**src/design/crossbar_pkg.sv**
```systemverilog
// Constants, field layout and carriers for the dual MII port crossbar.
// Assumes a single 125 MHz core clock and 16-bit management registers.
package crossbar_pkg;
    // ********************************
    // Register offsets and fields
    // ********************************
    localparam logic [4:0] REG_BASIC = 5'h00;
    localparam logic [4:0] REG_PORT_MAP = 5'h17;
    localparam int ISOLATE_BIT = 10;
    localparam int DUAL_WRITE_BIT = 15;
    localparam int RX_MAP_LO = 11;
    localparam int TX_MAP_LO = 9;
    localparam int SC_RX_BIT = 7;
    localparam int SC_TX_BIT = 6;
    localparam int RMII_BIT = 5;
    localparam logic [15:0] BASIC_RST = 16'h0000;
    localparam logic [15:0] PORT_MAP_RST = 16'h0000;
    localparam logic [3:0] EXT_MAP = 4'hE;
    localparam logic [3:0] PORT_OFF_MAP = 4'hF;
    // ********************************
    // Mapping codes
    // ********************************
    localparam logic [1:0] MAP_OWN = 2'h0;
    localparam logic [1:0] MAP_OPP = 2'h1;
    localparam logic [1:0] MAP_XRX = 2'h2;
    localparam logic [1:0] MAP_OFF = 2'h3;
    localparam logic [1:0] PICK_OWN = 2'h0;
    localparam logic [1:0] PICK_OTHER = 2'h1;
    localparam logic [1:0] PICK_NONE = 2'h2;
    // ********************************
    // Management frame and timing
    // ********************************
    localparam logic [5:0] PREAMBLE_LAST = 6'h1F;
    localparam logic [1:0] OP_READ = 2'h2;
    localparam logic [1:0] OP_WRITE = 2'h1;
    localparam logic [3:0] ADDR_LAST = 4'h9;
    localparam logic [3:0] DATA_LAST = 4'hF;
    localparam logic [1:0] STRAP_WAIT = 2'h3;
    localparam logic [4:0] PHY_BASE = 5'h01;
    localparam int SYNC_W = 20;
    // ********************************
    // Types
    // ********************************
    typedef struct packed {
        logic valid;
        logic en;
        logic [3:0] data;
    } mii_word_s;
    typedef enum logic [5:0] {
        ST_PRE = 6'h01,
        ST_START = 6'h02,
        ST_OP = 6'h04,
        ST_ADDR = 6'h08,
        ST_TURN = 6'h10,
        ST_DATA = 6'h20
    } mgmt_e;
endpackage

```
**src/design/port_crossbar.sv**
```systemverilog
// Dual channel MII port crossbar with serial management registers.
// Assumes MAC pins, straps and MDC/MDIO are asynchronous to i_mclk.
`timescale 1ns/1ns
`default_nettype none
module port_crossbar (
    input wire logic i_mclk,
    input wire logic i_nrst,
    input wire logic i_mdc,
    input wire logic i_mdio,
    output logic o_mdio,
    output logic o_mdio_oe_n,
    input wire crossbar_pkg::mii_word_s [1:0] i_port_tx,
    output crossbar_pkg::mii_word_s [1:0] o_port_rx,
    output logic [1:0] o_port_crs,
    output logic [1:0] o_port_col,
    output logic [1:0] o_port_oe_n,
    input wire crossbar_pkg::mii_word_s [1:0] i_chan_rx,
    input wire logic [1:0] i_chan_crs,
    input wire logic [1:0] i_chan_col,
    input wire logic [1:0] i_chan_pwr_down,
    input wire logic [1:0] i_chan_energy_idle,
    input wire logic [1:0] i_chan_link,
    output crossbar_pkg::mii_word_s [1:0] o_chan_tx,
    input wire logic [1:0] i_chan_tx_ready,
    output logic [1:0] o_chan_src_ready,
    output logic [1:0] o_chan_jam,
    output logic [1:0] o_link_indicator,
    input wire logic i_extender_strap,
    input wire logic i_rmii_strap,
    input wire logic [1:0] i_autoneg_strap,
    input wire logic [1:0] i_fiber_mode_strap,
    output logic [1:0] o_chan_autoneg,
    output logic [1:0] o_chan_fiber,
    output logic [1:0][15:0] o_chan_basic,
    output logic [1:0][15:0] o_chan_port_map
);
    // ********************************
    // Reset release and pin sync
    // ********************************
    logic rst_meta;
    logic rst_n;
    logic [crossbar_pkg::SYNC_W-1:0] sync_meta;
    logic [crossbar_pkg::SYNC_W-1:0] sync_q;
    logic mdc_q;
    logic mdio_q;
    logic ext_q;
    logic rmii_q;
    logic [1:0] an_q;
    logic [1:0] fx_q;
    crossbar_pkg::mii_word_s [1:0] port_tx_q;

    always_ff @(posedge i_mclk or negedge i_nrst) begin
        if (!i_nrst) begin
            rst_meta <= 1'b0;
            rst_n <= 1'b0;
        end else begin
            rst_meta <= 1'b1;
            rst_n <= rst_meta;
        end
    end

    always_ff @(posedge i_mclk or negedge rst_n) begin
        if (!rst_n) begin
            sync_meta <= '0;
            sync_q <= '0;
        end else begin
            sync_meta <= {i_mdc, i_mdio, i_port_tx, i_extender_strap,
                i_rmii_strap, i_autoneg_strap, i_fiber_mode_strap};
            sync_q <= sync_meta;
        end
    end

    assign {mdc_q, mdio_q, port_tx_q, ext_q, rmii_q, an_q, fx_q} = sync_q;

    // ********************************
    // Management bit engine
    // ********************************
    // MDC is only sampled, so it must stay well below i_mclk / 4
    crossbar_pkg::mgmt_e state;
    logic mdc_last;
    logic mdc_rise;
    logic [5:0] ones;
    logic synced;
    logic [3:0] bit_cnt;
    logic [1:0] op;
    logic [9:0] addr_sr;
    logic [15:0] data_sr;
    logic reading;
    logic wr_stb;
    logic [9:0] wr_addr;
    logic [15:0] wr_data;
    logic [1:0][15:0] basic;
    logic [1:0][15:0] port_map;
    logic [9:0] next_addr;

    assign mdc_rise = mdc_q & ~mdc_last;
    assign next_addr = {addr_sr[8:0], mdio_q};

    function automatic logic [1:0] phy_hit(input logic [4:0] phy);
        phy_hit[0] = (phy == crossbar_pkg::PHY_BASE);
        phy_hit[1] = (phy == crossbar_pkg::PHY_BASE + 5'h01);
    endfunction

    function automatic logic [15:0] reg_read(input logic [9:0] a,
            input logic [1:0][15:0] b, input logic [1:0][15:0] m);
        logic [1:0] hit;
        logic ch;
        hit = phy_hit(a[9:5]);
        ch = hit[1];
        unique case (a[4:0])
            crossbar_pkg::REG_BASIC: reg_read = b[ch];
            crossbar_pkg::REG_PORT_MAP: reg_read = m[ch];
            default: reg_read = 16'h0000;
        endcase
    endfunction

    always_ff @(posedge i_mclk or negedge rst_n) begin
        if (!rst_n) begin
            mdc_last <= 1'b0;
        end else begin
            mdc_last <= mdc_q;
        end
    end

    always_ff @(posedge i_mclk or negedge rst_n) begin
        if (!rst_n) begin
            state <= crossbar_pkg::ST_PRE;
            ones <= 6'h00;
            synced <= 1'b0;
            bit_cnt <= 4'h0;
            op <= 2'h0;
            addr_sr <= 10'h000;
            data_sr <= 16'h0000;
            reading <= 1'b0;
            o_mdio <= 1'b1;
            o_mdio_oe_n <= 1'b1;
            wr_stb <= 1'b0;
            wr_addr <= 10'h000;
            wr_data <= 16'h0000;
        end else begin
            wr_stb <= 1'b0;
            if (mdc_rise) begin
                unique case (state)
                    crossbar_pkg::ST_PRE: begin
                        if (mdio_q) begin
                            if (ones != crossbar_pkg::PREAMBLE_LAST) begin
                                ones <= ones + 6'h01;
                            end else begin
                                synced <= 1'b1;
                            end
                        end else if (synced) begin
                            state <= crossbar_pkg::ST_START;
                        end else begin
                            ones <= 6'h00;
                        end
                    end
                    crossbar_pkg::ST_START: begin
                        if (mdio_q) begin
                            state <= crossbar_pkg::ST_OP;
                            bit_cnt <= 4'h0;
                        end else begin
                            synced <= 1'b0;
                            ones <= 6'h00;
                            state <= crossbar_pkg::ST_PRE;
                        end
                    end
                    crossbar_pkg::ST_OP: begin
                        op <= {op[0], mdio_q};
                        bit_cnt <= bit_cnt + 4'h1;
                        if (bit_cnt == 4'h1) begin
                            bit_cnt <= 4'h0;
                            if ({op[0], mdio_q} == crossbar_pkg::OP_READ ||
                                    {op[0], mdio_q} == crossbar_pkg::OP_WRITE)
                                    begin
                                state <= crossbar_pkg::ST_ADDR;
                            end else begin
                                synced <= 1'b0;
                                ones <= 6'h00;
                                state <= crossbar_pkg::ST_PRE;
                            end
                        end
                    end
                    crossbar_pkg::ST_ADDR: begin
                        addr_sr <= next_addr;
                        bit_cnt <= bit_cnt + 4'h1;
                        if (bit_cnt == crossbar_pkg::ADDR_LAST) begin
                            bit_cnt <= 4'h0;
                            state <= crossbar_pkg::ST_TURN;
                            reading <= (op == crossbar_pkg::OP_READ) &&
                                (phy_hit(next_addr[9:5]) != 2'h0);
                            data_sr <= reg_read(next_addr, basic, port_map);
                        end
                    end
                    crossbar_pkg::ST_TURN: begin
                        bit_cnt <= bit_cnt + 4'h1;
                        if (bit_cnt == 4'h0) begin
                            if (reading) begin
                                o_mdio <= 1'b0;
                                o_mdio_oe_n <= 1'b0;
                            end
                            if (op == crossbar_pkg::OP_WRITE && !mdio_q) begin
                                synced <= 1'b0;
                                ones <= 6'h00;
                                state <= crossbar_pkg::ST_PRE;
                            end
                        end else begin
                            bit_cnt <= 4'h0;
                            state <= crossbar_pkg::ST_DATA;
                            o_mdio <= data_sr[15];
                            data_sr <= {data_sr[14:0], 1'b0};
                        end
                    end
                    crossbar_pkg::ST_DATA: begin
                        bit_cnt <= bit_cnt + 4'h1;
                        if (reading) begin
                            o_mdio <= data_sr[15];
                            data_sr <= {data_sr[14:0], 1'b0};
                        end else begin
                            data_sr <= {data_sr[14:0], mdio_q};
                        end
                        if (bit_cnt == crossbar_pkg::DATA_LAST) begin
                            o_mdio <= 1'b1;
                            o_mdio_oe_n <= 1'b1;
                            ones <= 6'h00;
                            state <= crossbar_pkg::ST_PRE;
                            wr_stb <= (op == crossbar_pkg::OP_WRITE);
                            wr_addr <= addr_sr;
                            wr_data <= {data_sr[14:0], mdio_q};
                        end
                    end
                    default: begin
                        state <= crossbar_pkg::ST_PRE;
                    end
                endcase
            end
        end
    end

    // ********************************
    // Channel registers and straps
    // ********************************
    // Straps are taken a few cycles after reset release, after the sync
    logic [1:0] strap_cnt;
    logic strap_done;
    logic [1:0] wr_hit;

    always_comb begin
        wr_hit = phy_hit(wr_addr[9:5]);
        if (wr_hit[0] && port_map[0][crossbar_pkg::DUAL_WRITE_BIT]) begin
            wr_hit = 2'h3;
        end
    end

    always_ff @(posedge i_mclk or negedge rst_n) begin
        if (!rst_n) begin
            strap_cnt <= 2'h0;
            strap_done <= 1'b0;
            basic <= {crossbar_pkg::BASIC_RST, crossbar_pkg::BASIC_RST};
            port_map <= {crossbar_pkg::PORT_MAP_RST,
                crossbar_pkg::PORT_MAP_RST};
            o_chan_autoneg <= 2'h0;
            o_chan_fiber <= 2'h0;
        end else if (!strap_done) begin
            strap_cnt <= strap_cnt + 2'h1;
            if (strap_cnt == crossbar_pkg::STRAP_WAIT) begin
                strap_done <= 1'b1;
                o_chan_autoneg <= an_q;
                o_chan_fiber <= fx_q;
                for (int c = 0; c < 2; c++) begin
                    port_map[c][crossbar_pkg::RMII_BIT] <= rmii_q;
                    if (ext_q) begin
                        port_map[c][12:9] <= crossbar_pkg::EXT_MAP;
                        port_map[c][crossbar_pkg::SC_RX_BIT] <= !rmii_q;
                        port_map[c][crossbar_pkg::SC_TX_BIT] <= !rmii_q;
                    end
                end
            end
        end else if (wr_stb) begin
            for (int c = 0; c < 2; c++) begin
                if (wr_hit[c]) begin
                    unique case (wr_addr[4:0])
                        crossbar_pkg::REG_BASIC: basic[c] <= wr_data;
                        crossbar_pkg::REG_PORT_MAP: port_map[c] <= wr_data;
                        default: ;
                    endcase
                end
            end
        end
    end

    assign o_chan_basic = basic;
    assign o_chan_port_map = port_map;

    // ********************************
    // Receive port routing
    // ********************************
    // A channel reaches the opposite port only if its owner maps its receive as OPP or XRX
    function automatic logic [1:0] rx_pick(input logic [3:0] own_map,
            input logic [1:0] other_rx);
        logic other_wants;
        other_wants = (other_rx == crossbar_pkg::MAP_OPP) ||
            (other_rx == crossbar_pkg::MAP_XRX);
        rx_pick = crossbar_pkg::PICK_NONE;
        if (own_map == crossbar_pkg::PORT_OFF_MAP) begin
            rx_pick = crossbar_pkg::PICK_NONE;
        end else begin
            unique case (own_map[3:2])
                crossbar_pkg::MAP_OWN: rx_pick = crossbar_pkg::PICK_OWN;
                crossbar_pkg::MAP_XRX: rx_pick =
                    (other_rx == crossbar_pkg::MAP_OPP) ?
                    crossbar_pkg::PICK_OTHER : crossbar_pkg::PICK_OWN;
                crossbar_pkg::MAP_OPP: rx_pick = other_wants ?
                    crossbar_pkg::PICK_OTHER :
                    ((other_rx == crossbar_pkg::MAP_OWN) ?
                    crossbar_pkg::PICK_OWN : crossbar_pkg::PICK_NONE);
                crossbar_pkg::MAP_OFF: rx_pick = other_wants ?
                    crossbar_pkg::PICK_OTHER : crossbar_pkg::PICK_NONE;
            endcase
        end
    endfunction

    generate
        for (genvar p = 0; p < 2; p++) begin : g_port
            localparam int OTH = 1 - p;
            logic [1:0] pick;
            logic [1:0] tx_code;
            logic [1:0] oth_code;
            logic tx_crs;
            logic rx_crs;
            assign pick = rx_pick(port_map[p][12:9],
                port_map[OTH][12:11]);
            assign tx_code = port_map[p][10:9];
            assign oth_code = port_map[OTH][10:9];
            assign tx_crs = (tx_code == crossbar_pkg::MAP_OWN && i_chan_crs[p])
                || (oth_code == crossbar_pkg::MAP_OPP && i_chan_crs[OTH]);
            assign rx_crs = (pick == crossbar_pkg::PICK_OWN) ? i_chan_crs[p] :
                (pick == crossbar_pkg::PICK_OTHER) && i_chan_crs[OTH];
            always_ff @(posedge i_mclk or negedge rst_n) begin
                if (!rst_n) begin
                    o_port_rx[p] <= '0;
                    o_port_crs[p] <= 1'b0;
                    o_port_col[p] <= 1'b0;
                    o_port_oe_n[p] <= 1'b1;
                end else begin
                    o_port_rx[p] <= (pick == crossbar_pkg::PICK_OWN) ?
                        i_chan_rx[p] : ((pick == crossbar_pkg::PICK_OTHER) ?
                        i_chan_rx[OTH] : '0);
                    o_port_crs[p] <= port_map[p][crossbar_pkg::RMII_BIT] ?
                        rx_crs : tx_crs;
                    o_port_col[p] <=
                        (tx_code == crossbar_pkg::MAP_OWN && i_chan_col[p]) ||
                        (oth_code == crossbar_pkg::MAP_OPP && i_chan_col[OTH]);
                    o_port_oe_n[p] <= i_chan_pwr_down[p] |
                        i_chan_energy_idle[p] |
                        basic[p][crossbar_pkg::ISOLATE_BIT];
                end
            end
        end
    endgenerate

    always_ff @(posedge i_mclk or negedge rst_n) begin
        if (!rst_n) begin
            o_link_indicator <= 2'h0;
        end else begin
            o_link_indicator <= i_chan_link;
        end
    end

    // ********************************
    // Transmit source and buffering
    // ********************************
    logic bcast;
    logic sc_tx_both;

    assign bcast = port_map[0][10:9] != port_map[1][10:9] &&
        port_map[0][10:9] <= crossbar_pkg::MAP_OPP &&
        port_map[1][10:9] <= crossbar_pkg::MAP_OPP;
    assign sc_tx_both = port_map[0][crossbar_pkg::SC_TX_BIT] &&
        port_map[1][crossbar_pkg::SC_TX_BIT];

    generate
        for (genvar c = 0; c < 2; c++) begin : g_chan
            localparam int OTH = 1 - c;
            logic [1:0] code;
            crossbar_pkg::mii_word_s src;
            crossbar_pkg::mii_word_s mem [2];
            logic wr_ptr;
            logic rd_ptr;
            logic [1:0] count;
            logic push;
            logic pop;
            assign code = port_map[c][10:9];
            always_comb begin
                unique case (code)
                    crossbar_pkg::MAP_OWN: src = port_tx_q[c];
                    crossbar_pkg::MAP_OPP: src = port_tx_q[OTH];
                    crossbar_pkg::MAP_XRX: src = i_chan_rx[OTH];
                    crossbar_pkg::MAP_OFF: src = '0;
                endcase
            end
            assign o_chan_src_ready[c] = (count != 2'h2);
            assign push = src.valid && o_chan_src_ready[c];
            assign pop = (count != 2'h0) && i_chan_tx_ready[c];
            // Two entries hold the nibble of one stall cycle; push stops while count is 2, so the next nibble is lost
            always_ff @(posedge i_mclk or negedge rst_n) begin
                if (!rst_n) begin
                    wr_ptr <= 1'b0;
                    rd_ptr <= 1'b0;
                    count <= 2'h0;
                    mem[0] <= '0;
                    mem[1] <= '0;
                end else if (code == crossbar_pkg::MAP_OFF) begin
                    wr_ptr <= 1'b0;
                    rd_ptr <= 1'b0;
                    count <= 2'h0;
                end else begin
                    if (push) begin
                        mem[wr_ptr] <= src;
                        wr_ptr <= ~wr_ptr;
                    end
                    if (pop) begin
                        rd_ptr <= ~rd_ptr;
                    end
                    count <= count + {1'b0, push} - {1'b0, pop};
                end
            end
            assign o_chan_tx[c] = (count != 2'h0) ? mem[rd_ptr] : '0;
            always_ff @(posedge i_mclk or negedge rst_n) begin
                if (!rst_n) begin
                    o_chan_jam[c] <= 1'b0;
                end else begin
                    o_chan_jam[c] <= (bcast && sc_tx_both) ?
                        |i_chan_col : i_chan_col[c];
                end
            end
        end
    endgenerate
endmodule // port_crossbar
`default_nettype wire

```
**config.mk**
```make
export PLATFORM = sky130hd
export DESIGN_NAME = port_crossbar
export DESIGN_NICKNAME = d
export VERILOG_FILES = /design/src/design/crossbar_pkg.sv /design/src/design/port_crossbar.sv
export SDC_FILE = /design/constraint.sdc
export NUM_CORES = 1
export LEC_CHECK = 0
export BUFFER_PORTS_ARGS = -buffer_cell sky130_fd_sc_hd__buf_4
export CORE_MARGIN = 4
export CORE_UTILIZATION = 38
export CTS_BUF_LIST = sky130_fd_sc_hd__clkbuf_16
export DETAILED_ROUTE_END_ITERATION = 10
export RECOVER_POWER = 100
export SYNTH_ARGS = -nofsm -noshare
export SYNTH_HDL_FRONTEND = slang
export SYNTH_SLANG_ARGS = --single-unit
```
**constraint.sdc**
```tcl
create_clock -name i_mclk -period 8.52 [get_ports i_mclk]
set_clock_uncertainty 0.05 [all_clocks]
set_input_delay 1.704 -clock i_mclk [delete_from_list [all_inputs] [get_ports i_mclk]]
set_output_delay 1.704 -clock i_mclk [all_outputs]
set_load 0.01 [all_outputs]
```
* Word level (Yosys, flattened, before mapping)
Cells that the tools add are included.
** Cells by class
- Add/subtract/negate cells :: 7
- Multipliers :: 0
- Divide/modulo/power cells :: 0
- $lt $le $gt $ge :: 9
- Equal/unequal tests :: 63
- Shift-type cells :: 0
- Muxes and demuxes :: 117
- Bitwise gates (word level) :: 17
- Reductions and logical operators :: 78
** Operators with widths (count)
- 6-bit two-way mux :: 30
- 16-bit two-way mux :: 8
- 16-bit case mux with 3 select lines :: 1
- 6-bit case mux with 4 select lines :: 2
- 4-bit two-way mux :: 9
- 6-bit case mux with 6 select lines :: 1
- 1-bit two-way mux :: 35
- 2-bit inequality test, second input constant :: 17
- 16-bit case mux with 2 select lines :: 1
- 4-bit AND reduction :: 8
- 6-bit case mux with 5 select lines :: 1
- 29-bit two-way mux :: 1
- 13-bit two-way mux :: 2
- 12-bit bitwise mux :: 2
- 2-bit two-way mux :: 12
- 1-bit logical AND :: 23
- 2-bit == test, second input constant :: 11
- 4-bit case mux with 5 select lines :: 1
- 2-bit nonzero test :: 10
- 2-bit by 1-bit == test with 1-bit output, second input constant :: 8
- 4-bit == test, second input constant :: 4
- 2-bit case mux with 4 select lines :: 2
- 3-bit inequality test, second input constant :: 5
- 5-bit AND reduction :: 3
- 44 further kinds :: 94
** Word-level totals
- Register bits :: 243
- Bits in latches :: 0
- RAM bits :: 0
- ROM bits :: 0
- Bits of input ports :: 46
- Memories :: 0

* Longest topological paths before layout
Gate-level depths: netlist of the first run.
- Word-level depth :: 9
- Depth in mapped cells :: 11

* Worst setup path after synthesis of the first run
Ideal clock, no wire load.
- Kind :: input to register
- Start :: input i_chan_rx[11] (netlist bit)
- End :: register g_chan[0].count[1]
- Arrival :: 2835 ps
- Data required time :: 8334 ps
- Path slack :: 5499 ps
- Stages on the path :: 9
- Path through :: mux2i_1 > o2bb2ai_1 > nand2_1 > ha_1 > inv_1 > ha_1 > xor2_1 > xnor2_1 > a21oi_1
** On the way
- Word-level cells in the longest chain between the ends :: 5
** Ends and longest elaborated chain
- start: declaration :: line port_crossbar.sv:17 : input wire crossbar_pkg::mii_word_s [1:0] i_chan_rx,
- 6-bit case mux with 4 select lines :: line port_crossbar.sv:394 : unique case (code)
- 1-bit logical AND :: line port_crossbar.sv:402 : assign push = src.valid && o_chan_src_ready[c];
- 2-bit by 1-bit adder with 2-bit output :: line port_crossbar.sv:424 : count <= count + {1'b0, push} - {1'b0, pop};
- 2-bit by 1-bit subtractor with 2-bit output :: line port_crossbar.sv:424
- 2-bit two-way mux :: line port_crossbar.sv:412 : end else if (code == crossbar_pkg::MAP_OFF) begin
- end signal: assignment :: line port_crossbar.sv:424
- end: declaration :: line port_crossbar.sv:389 : logic [1:0] count;
Every way passes these cells.
A chain may end at the register's enable or synchronous reset.

* Worst setup path in the final report of the first run
- Start :: register state[1]
- End :: register wr_data[11]
** On the way
- Word-level cells in the longest chain between the ends :: 2
** Ends and longest elaborated chain
- start: declaration :: line port_crossbar.sv:79 : crossbar_pkg::mgmt_e state;
- start signal: assignment :: line port_crossbar.sv:127 : state <= crossbar_pkg::ST_PRE;
- start signal: assignment :: line port_crossbar.sv:152 : state <= crossbar_pkg::ST_START;
- start signal: assignment :: line port_crossbar.sv:159 : state <= crossbar_pkg::ST_OP;
- 6-bit == test :: line port_crossbar.sv:143 : unique case (state)
- 3-bit AND reduction (no source line)
- end signal: assignment :: line port_crossbar.sv:228 : wr_data <= {data_sr[14:0], mdio_q};
- end: declaration :: line port_crossbar.sv:91 : logic [15:0] wr_data;
Every way passes these cells.

==> results.py, run 1 <==
metrics = {
    "synth": {
        "synthCells": 910,
        "yosysTopAreaCell": "dfrtp_1",
        "synthArstFlopShare_pct": 100,
        "syn_area_sq_mm": 0.0108,
        "postSynthAreaPerCell_sq_um": 11.9,
        "synthTopCellsByArea": "dfrtp_1 (55%), mux2_2 (11%), mux2i_1 (6.2%), nor2_1 (2.6%), nand2_1 (2.3%)",
        "synth.yosys.seq_area_share_pct": 56.3,
        "synthFlopType": "dfrtp_1",
        "synth_warnings": 0,
        "yosysTopAreaCellShare_pct": 55.1,
        "synth.distinct_cells": 61,
        "syn-num-nets": 974,
        "yosysMostFrequentCell": "dfrtp_1",
        "synth_edf_count": 0,
        "synth_common_cells": "dfrtp_1 (238), mux2_2 (108), nor2_1 (76), mux2i_1 (67), nand2_1 (65)",
        "ys_ff_latch": 243,
    },
    "sta": {
        "timing.setup.tns_ns": 0,
        "slew_viol_final": 150,
        "relSlewSlack_pct": -85.6,
        "post-route-period-util_pct": 59.0,
        "finalHoldViolations": 0,
        "worst_slew_pin_slew_ns": 2.78,
        "holdWs_ns": 0.296,
        "setup_viol": 0,
        "max_freq_mhz": 199,
        "rsz0062_at_grt": "false",
        "final.min_clock_period_ns": 5.02,
    },
    "grt": {
        "grt_pass1_vias": 7637,
        "grt_max_degree": 83,
        "grt_overflow": 0,
        "antenna_found_initial": 0,
        "grt_use_total_pct": 16.5,
        "grt_pass1_wl_um": 42100,
    },
    "final_layout": {
        "areaGrowthSynthToFinish_pct": 18.4,
        "final_layout_size_suffix_gt1_share_pct": 19.1,
        "final_nets": 1116,
        "instances_no_fill": 1450,
        "antenna_cells": 0,
    },
    "status": {
        "status": "finished, violations left",
        "violations": "capacitance limit, slew limit",
    },
    "clock_network": {
        "clock_latency_ns": 0.52,
        "postCtsSetupBuffers": 0,
        "ctsResizeCount": 0,
        "cts_buffer_depth": 3,
        "clock-sinks": 243,
        "cts_hold_buffers": 0,
        "cts_root_buffer": "clkbuf_16",
        "cts_tree": "done",
        "cts.reportedPaths.clkPinSlew_ns": 0.06,
        "htree_levels": 1,
        "cts_buffers": 27,
    },
    "die": {
        "ios": 152,
        "dieArea_sq_mm": 0.0312,
        "initial_utilization_pct": 38.7,
        "coreArea_sq_mm": 0.0279,
        "die_w_um": 177,
        "rows": 61,
        "die_h_um": 177,
    },
    "worst_setup_path": {
        "start_kind": "flop",
        "worst_ep_required_time_ns": 8.88,
        "rrSetupSlack_ns": 3.50,
        "end_kind": "flop",
        "crit_arrival_ns": 5.38,
        "worstSetupPathType": "reg2reg",
        "path_max_fanout": 16,
    },
    "power_and_ir_drop": {
        "total_power_mw": 3.10,
        "powerDensity_mw_per_mm2": 242,
        "leakage_nw": 6.05,
        "irDropWorstVdd_mv": 0.175,
    },
    "drt": {
        "routed_via_density": 5.21,
        "vias": 7549,
        "routed_wl_um": 26200,
        "wl_per_cell_um": 18.1,
        "wl_met1_um": 12500,
        "drt_first_pass_iters": 5,
        "drt_iter0_markers": 378,
        "wl_met2_um": 11800,
        "detail-route-antenna-nets": 0,
        "wl_met3_um": 1330,
        "drc_errors": 0,
        "topRoutingLayerUsed": "met4",
    },
    "place": {
        "io_buffers": 151,
        "dpl.hpwl_um": 17700,
        "place_congestion": 0.836,
        "dp_cells": 1401,
    },
    "hold_path": {
        "hp-class": "reg2reg",
    },
    "flow_run": {
        "max-cap-violations": 5,
    },
}
[worst max-delay path: stages, from the launching register on]
cell and delay, ns:
dfrtp_1 0.50, nor4_1 1.25, nand2_1 0.33, nor3_1 1.61, clkbuf_1 0.73, mux2_2 0.42
[registers in the layout, indices dropped and copies added (netlist names), 4 cells and up]
| name | flops |
|---|---|
| sync_q | 20 |
| addr_sr | 10 |
| data_sr | 16 |
| bit_cnt | 4 |
| o_chan_basic | 32 |
| wr_addr | 10 |
| o_port_rx | 12 |
| g_chan.mem | 24 |
| wr_data | 16 |
| state | 6 |
| o_chan_port_map | 32 |
| g_chan.count | 4 |
| ones | 6 |
| sync_meta | 20 |
[layout make-up]
type,instances,area [sq um]
fill,2726,15100
sequential,243,6090
multi-input combinational,601,4460
timing repair buffer,160,769
clock buffer,27,676
tap,378,473
clock inverter,22,254
inverter,19,71.3
[routing by layer]
layer,vias to the layer above,global-route usage [%]
li1,3532,-
met1,3776,23.9
met2,199,26.2
met3,42,2.98
met4,0,3.51
met5,-,0
[worst paths after layout]
path                               start                to  depth (start not counted)
max                             state[1]       wr_data[11]                          5
min                        sync_meta[17]        sync_q[17]                          0
max reg2reg                     state[1]       wr_data[11]                          5
min reg2reg                sync_meta[17]        sync_q[17]                          0
max in group asynchronous          rst_n  g_chan[1].mem[3]                          2
min in group asynchronous          rst_n   o_chan_basic[4]                          0
[kinds of logic after synthesis]
logic type	count (synthesis)	synth area share, %
other	1	0.0347
AO/OA/AOI/OAI	144	9.36
multiplexers	175	17.5
flip-flops	243	56.3
XOR/XNOR	13	1.05
buffers and inverters	66	2.39
adder cells (fa/ha/maj)	18	2.08
AND/OR/NAND/NOR	250	11.3
[placed cells by master (no fill, tap or decap), types with 4 or more instances in the layout]
cell and n:
a22o_1 18, nor2b_1 18, nor2_1 76, clkinv_2 4, or2_2 4, mux2_2 108
ha_1 18, a21oi_1 25, o221ai_1 15, clkbuf_16 27, clkbuf_4 25, mux2i_1 67
xnor2_1 7, clkbuf_1 115, dfstp_2 5, xor2_1 6, nor4_1 7, nand2b_1 14
buf_4 20, o211ai_1 6, dfrtp_1 238, nor3b_1 4, o22ai_1 4, o21ai_0 32
inv_1 27, nand2_1 64, a22oi_1 4, a221o_1 4, and3_1 7, nor3_1 16
bufinv_16 6, or3_1 7, nand3_1 13
[where the power goes]
part           switching, mW  total, mW  internal [mW]
Clock                  0.459       1.21          0.754
Sequential            0.0973       1.36           1.27
Combinational          0.281      0.522          0.241
Total                  0.837       3.10           2.26
[stage by stage]
stage,cell area (sq um),utilization (%),setup slack (ns)
after floorplan,10800,-,1.21
after global placement,12300,44.1,5.19
after detailed placement,12300,44.1,5.14
after CTS,13200,47.4,5.08
after global routing,12800,45.8,2.62
final,12800,45.8,3.50
Note: power is estimated with default switching activity, not from simulation.
==> run 2, diff against run 1 <==
==> constraint.sdc (replaced) <==
create_clock -name i_mclk -period 4.1 [get_ports i_mclk]
set_clock_uncertainty 0.05 [all_clocks]
set_input_delay 0.82 -clock i_mclk [delete_from_list [all_inputs] [get_ports i_mclk]]
set_output_delay 0.82 -clock i_mclk [all_outputs]
set_load 0.01 [all_outputs]
==> results.py, run 2 (synthesized netlist as in run 1, its figures left out) <==
metrics = {
    "power_and_ir_drop": {
        "powerDensity_mw_per_mm2": 494,
        "leakage_nw": 6.04,
        "irDropWorstVdd_mv": 0.298,
    },
    "clock_network": {
        "clock-sinks": 243,
        "cts_root_buffer": "clkbuf_16",
        "cts_buffer_depth": 3,
        "cts_tree": "done",
        "htree_levels": 1,
        "cts.reportedPaths.clkPinSlew_ns": 0.06,
        "clock_latency_ns": 0.52,
        "cts_buffers": 27,
        "postCtsSetupBuffers": 0,
    },
    "status": {
        "status": "finished, violations left",
        "violations": "capacitance limit, slew limit",
    },
    "sta": {
        "holdWs_ns": 0.292,
        "post-route-period-util_pct": 79.8,
        "setup_viol": 0,
        "slew_viol_final": 93,
        "final.min_clock_period_ns": 3.27,
        "timing.setup.tns_ns": 0,
        "rsz0062_at_grt": "false",
        "relSlewSlack_pct": -69.0,
        "max_freq_mhz": 306,
        "finalHoldViolations": 0,
        "worst_slew_pin_slew_ns": 2.53,
    },
    "worst_setup_path": {
        "start_kind": "flop",
        "worst_path_max_delay_cell": "clkbuf_1",
        "crit_arrival_ns": 3.63,
        "end_kind": "flop",
        "path_max_fanout": 32,
        "worstSetupPathType": "reg2reg",
        "crit_path_max_incr_delay_ns": 1.17,
        "crit_chain": "nor2b_1 -> o21ai_0 -> clkbuf_1 -> o221ai_1 -> a22o_1",
        "worst_ep_required_time_ns": 4.46,
        "cpLargestDelayFamily": "buffers and inverters",
        "critPathBufInv": 1,
        "rrSetupSlack_ns": 0.83,
    },
    "drt": {
        "vias": 7574,
        "routed_via_density": 5.22,
        "routed_wl_um": 26200,
        "drt_first_pass_iters": 5,
        "wl_per_cell_um": 18.0,
        "detail-route-antenna-nets": 0,
        "drc_errors": 0,
        "drt_iter0_markers": 440,
    },
    "grt": {
        "grt_pass1_wl_um": 42200,
        "grt_max_degree": 104,
        "grt_overflow": 0,
        "grt_pass1_vias": 7670,
        "antenna_found_initial": 0,
        "grt_use_total_pct": 16.5,
    },
    "place": {
        "dpl.hpwl_um": 17700,
        "io_buffers": 151,
        "place_congestion": 0.873,
    },
    "flow_run": {
        "max-cap-violations": 2,
    },
    "hold_path": {
        "hp-class": "reg2reg",
    },
    "final_layout": {
        "final_nets": 1117,
        "final_layout_size_suffix_gt1_share_pct": 19.0,
        "multiInputGateArea_sq_mm": 0.00446,
        "final_cell_mix": "dfrtp_1 (238), clkbuf_1 (111), mux2_2 (108)",
        "antenna_cells": 0,
        "final_common_cell": "dfrtp_1",
        "areaGrowthSynthToFinish_pct": 18.3,
        "nFillCells": 2720,
        "regArea_sq_mm": 0.00609,
    },
    "die": {
        "ios": 152,
        "coreArea_sq_mm": 0.0279,
        "die_w_um": 177,
        "die_h_um": 177,
        "rows": 61,
        "dieArea_sq_mm": 0.0312,
        "initial_utilization_pct": 38.7,
    },
}
## run 2: timing repair
item | in CTS | in global routing
hold endpoints to repair | 2 | 0
setup endpoints to repair | 0 | 0
gates resized for setup | 0 | 0
hold buffers | 1 | 0
## run 2: path summary, 6_finish.rpt
| check | startpoint | endpoint | cells after the start |
|---|---|---|---|
| max | state[4] | data_sr[14] | 5 |
| min | sync_meta[12] | sync_q[12] | 0 |
| max reg2reg | state[4] | data_sr[14] | 5 |
| min reg2reg | sync_meta[12] | sync_q[12] | 0 |
| max in group asynchronous | rst_n | sync_q[17] | 1 |
| min in group asynchronous | i_nrst | rst_meta | 2 |
## run 2: layer usage
| metal | share of wire (%) | track usage, % |
|---|---|---|
| met1 | 47 | 24.1 |
| met2 | 46 | 26.4 |
| met3 | 5.3 | 2.70 |
| met5 | 0 | 0 |
| met4 | 1.8 | 3.22 |
## run 2: cell type report
type / count / area share [%]
clock inverter: 22 / 1.58
clock buffer: 27 / 5.28
timing repair buffer: 161 / 6.41
tap: 378 / 3.70
sequential: 243 / 47.6
inverter: 19 / 0.558
multi-input combinational: 601 / 34.9
## run 2: where the power goes
| group | total, mW | internal [mW] | switching [mW] |
|---|---|---|---|
| logic | 1.08 | 0.507 | 0.573 |
| clock network | 2.39 | 1.44 | 0.953 |
| registers | 2.85 | 2.63 | 0.212 |
## run 2: through the flow
stage	total power, mW	std cells	area, sq um	worst slack [ns]	utilization (%)
2_1_floorplan	3.64	910	10800	0.0647	-
3_3_place_gp	4.07	1401	12300	1.33	44.1
3_5_place_dp	4.09	1401	12300	1.31	44.1
4_1_cts	6.52	1451	13200	1.29	47.3
5_1_grt	6.65	1451	12800	0.646	45.8
6_report	6.32	1451	12800	0.829	45.8
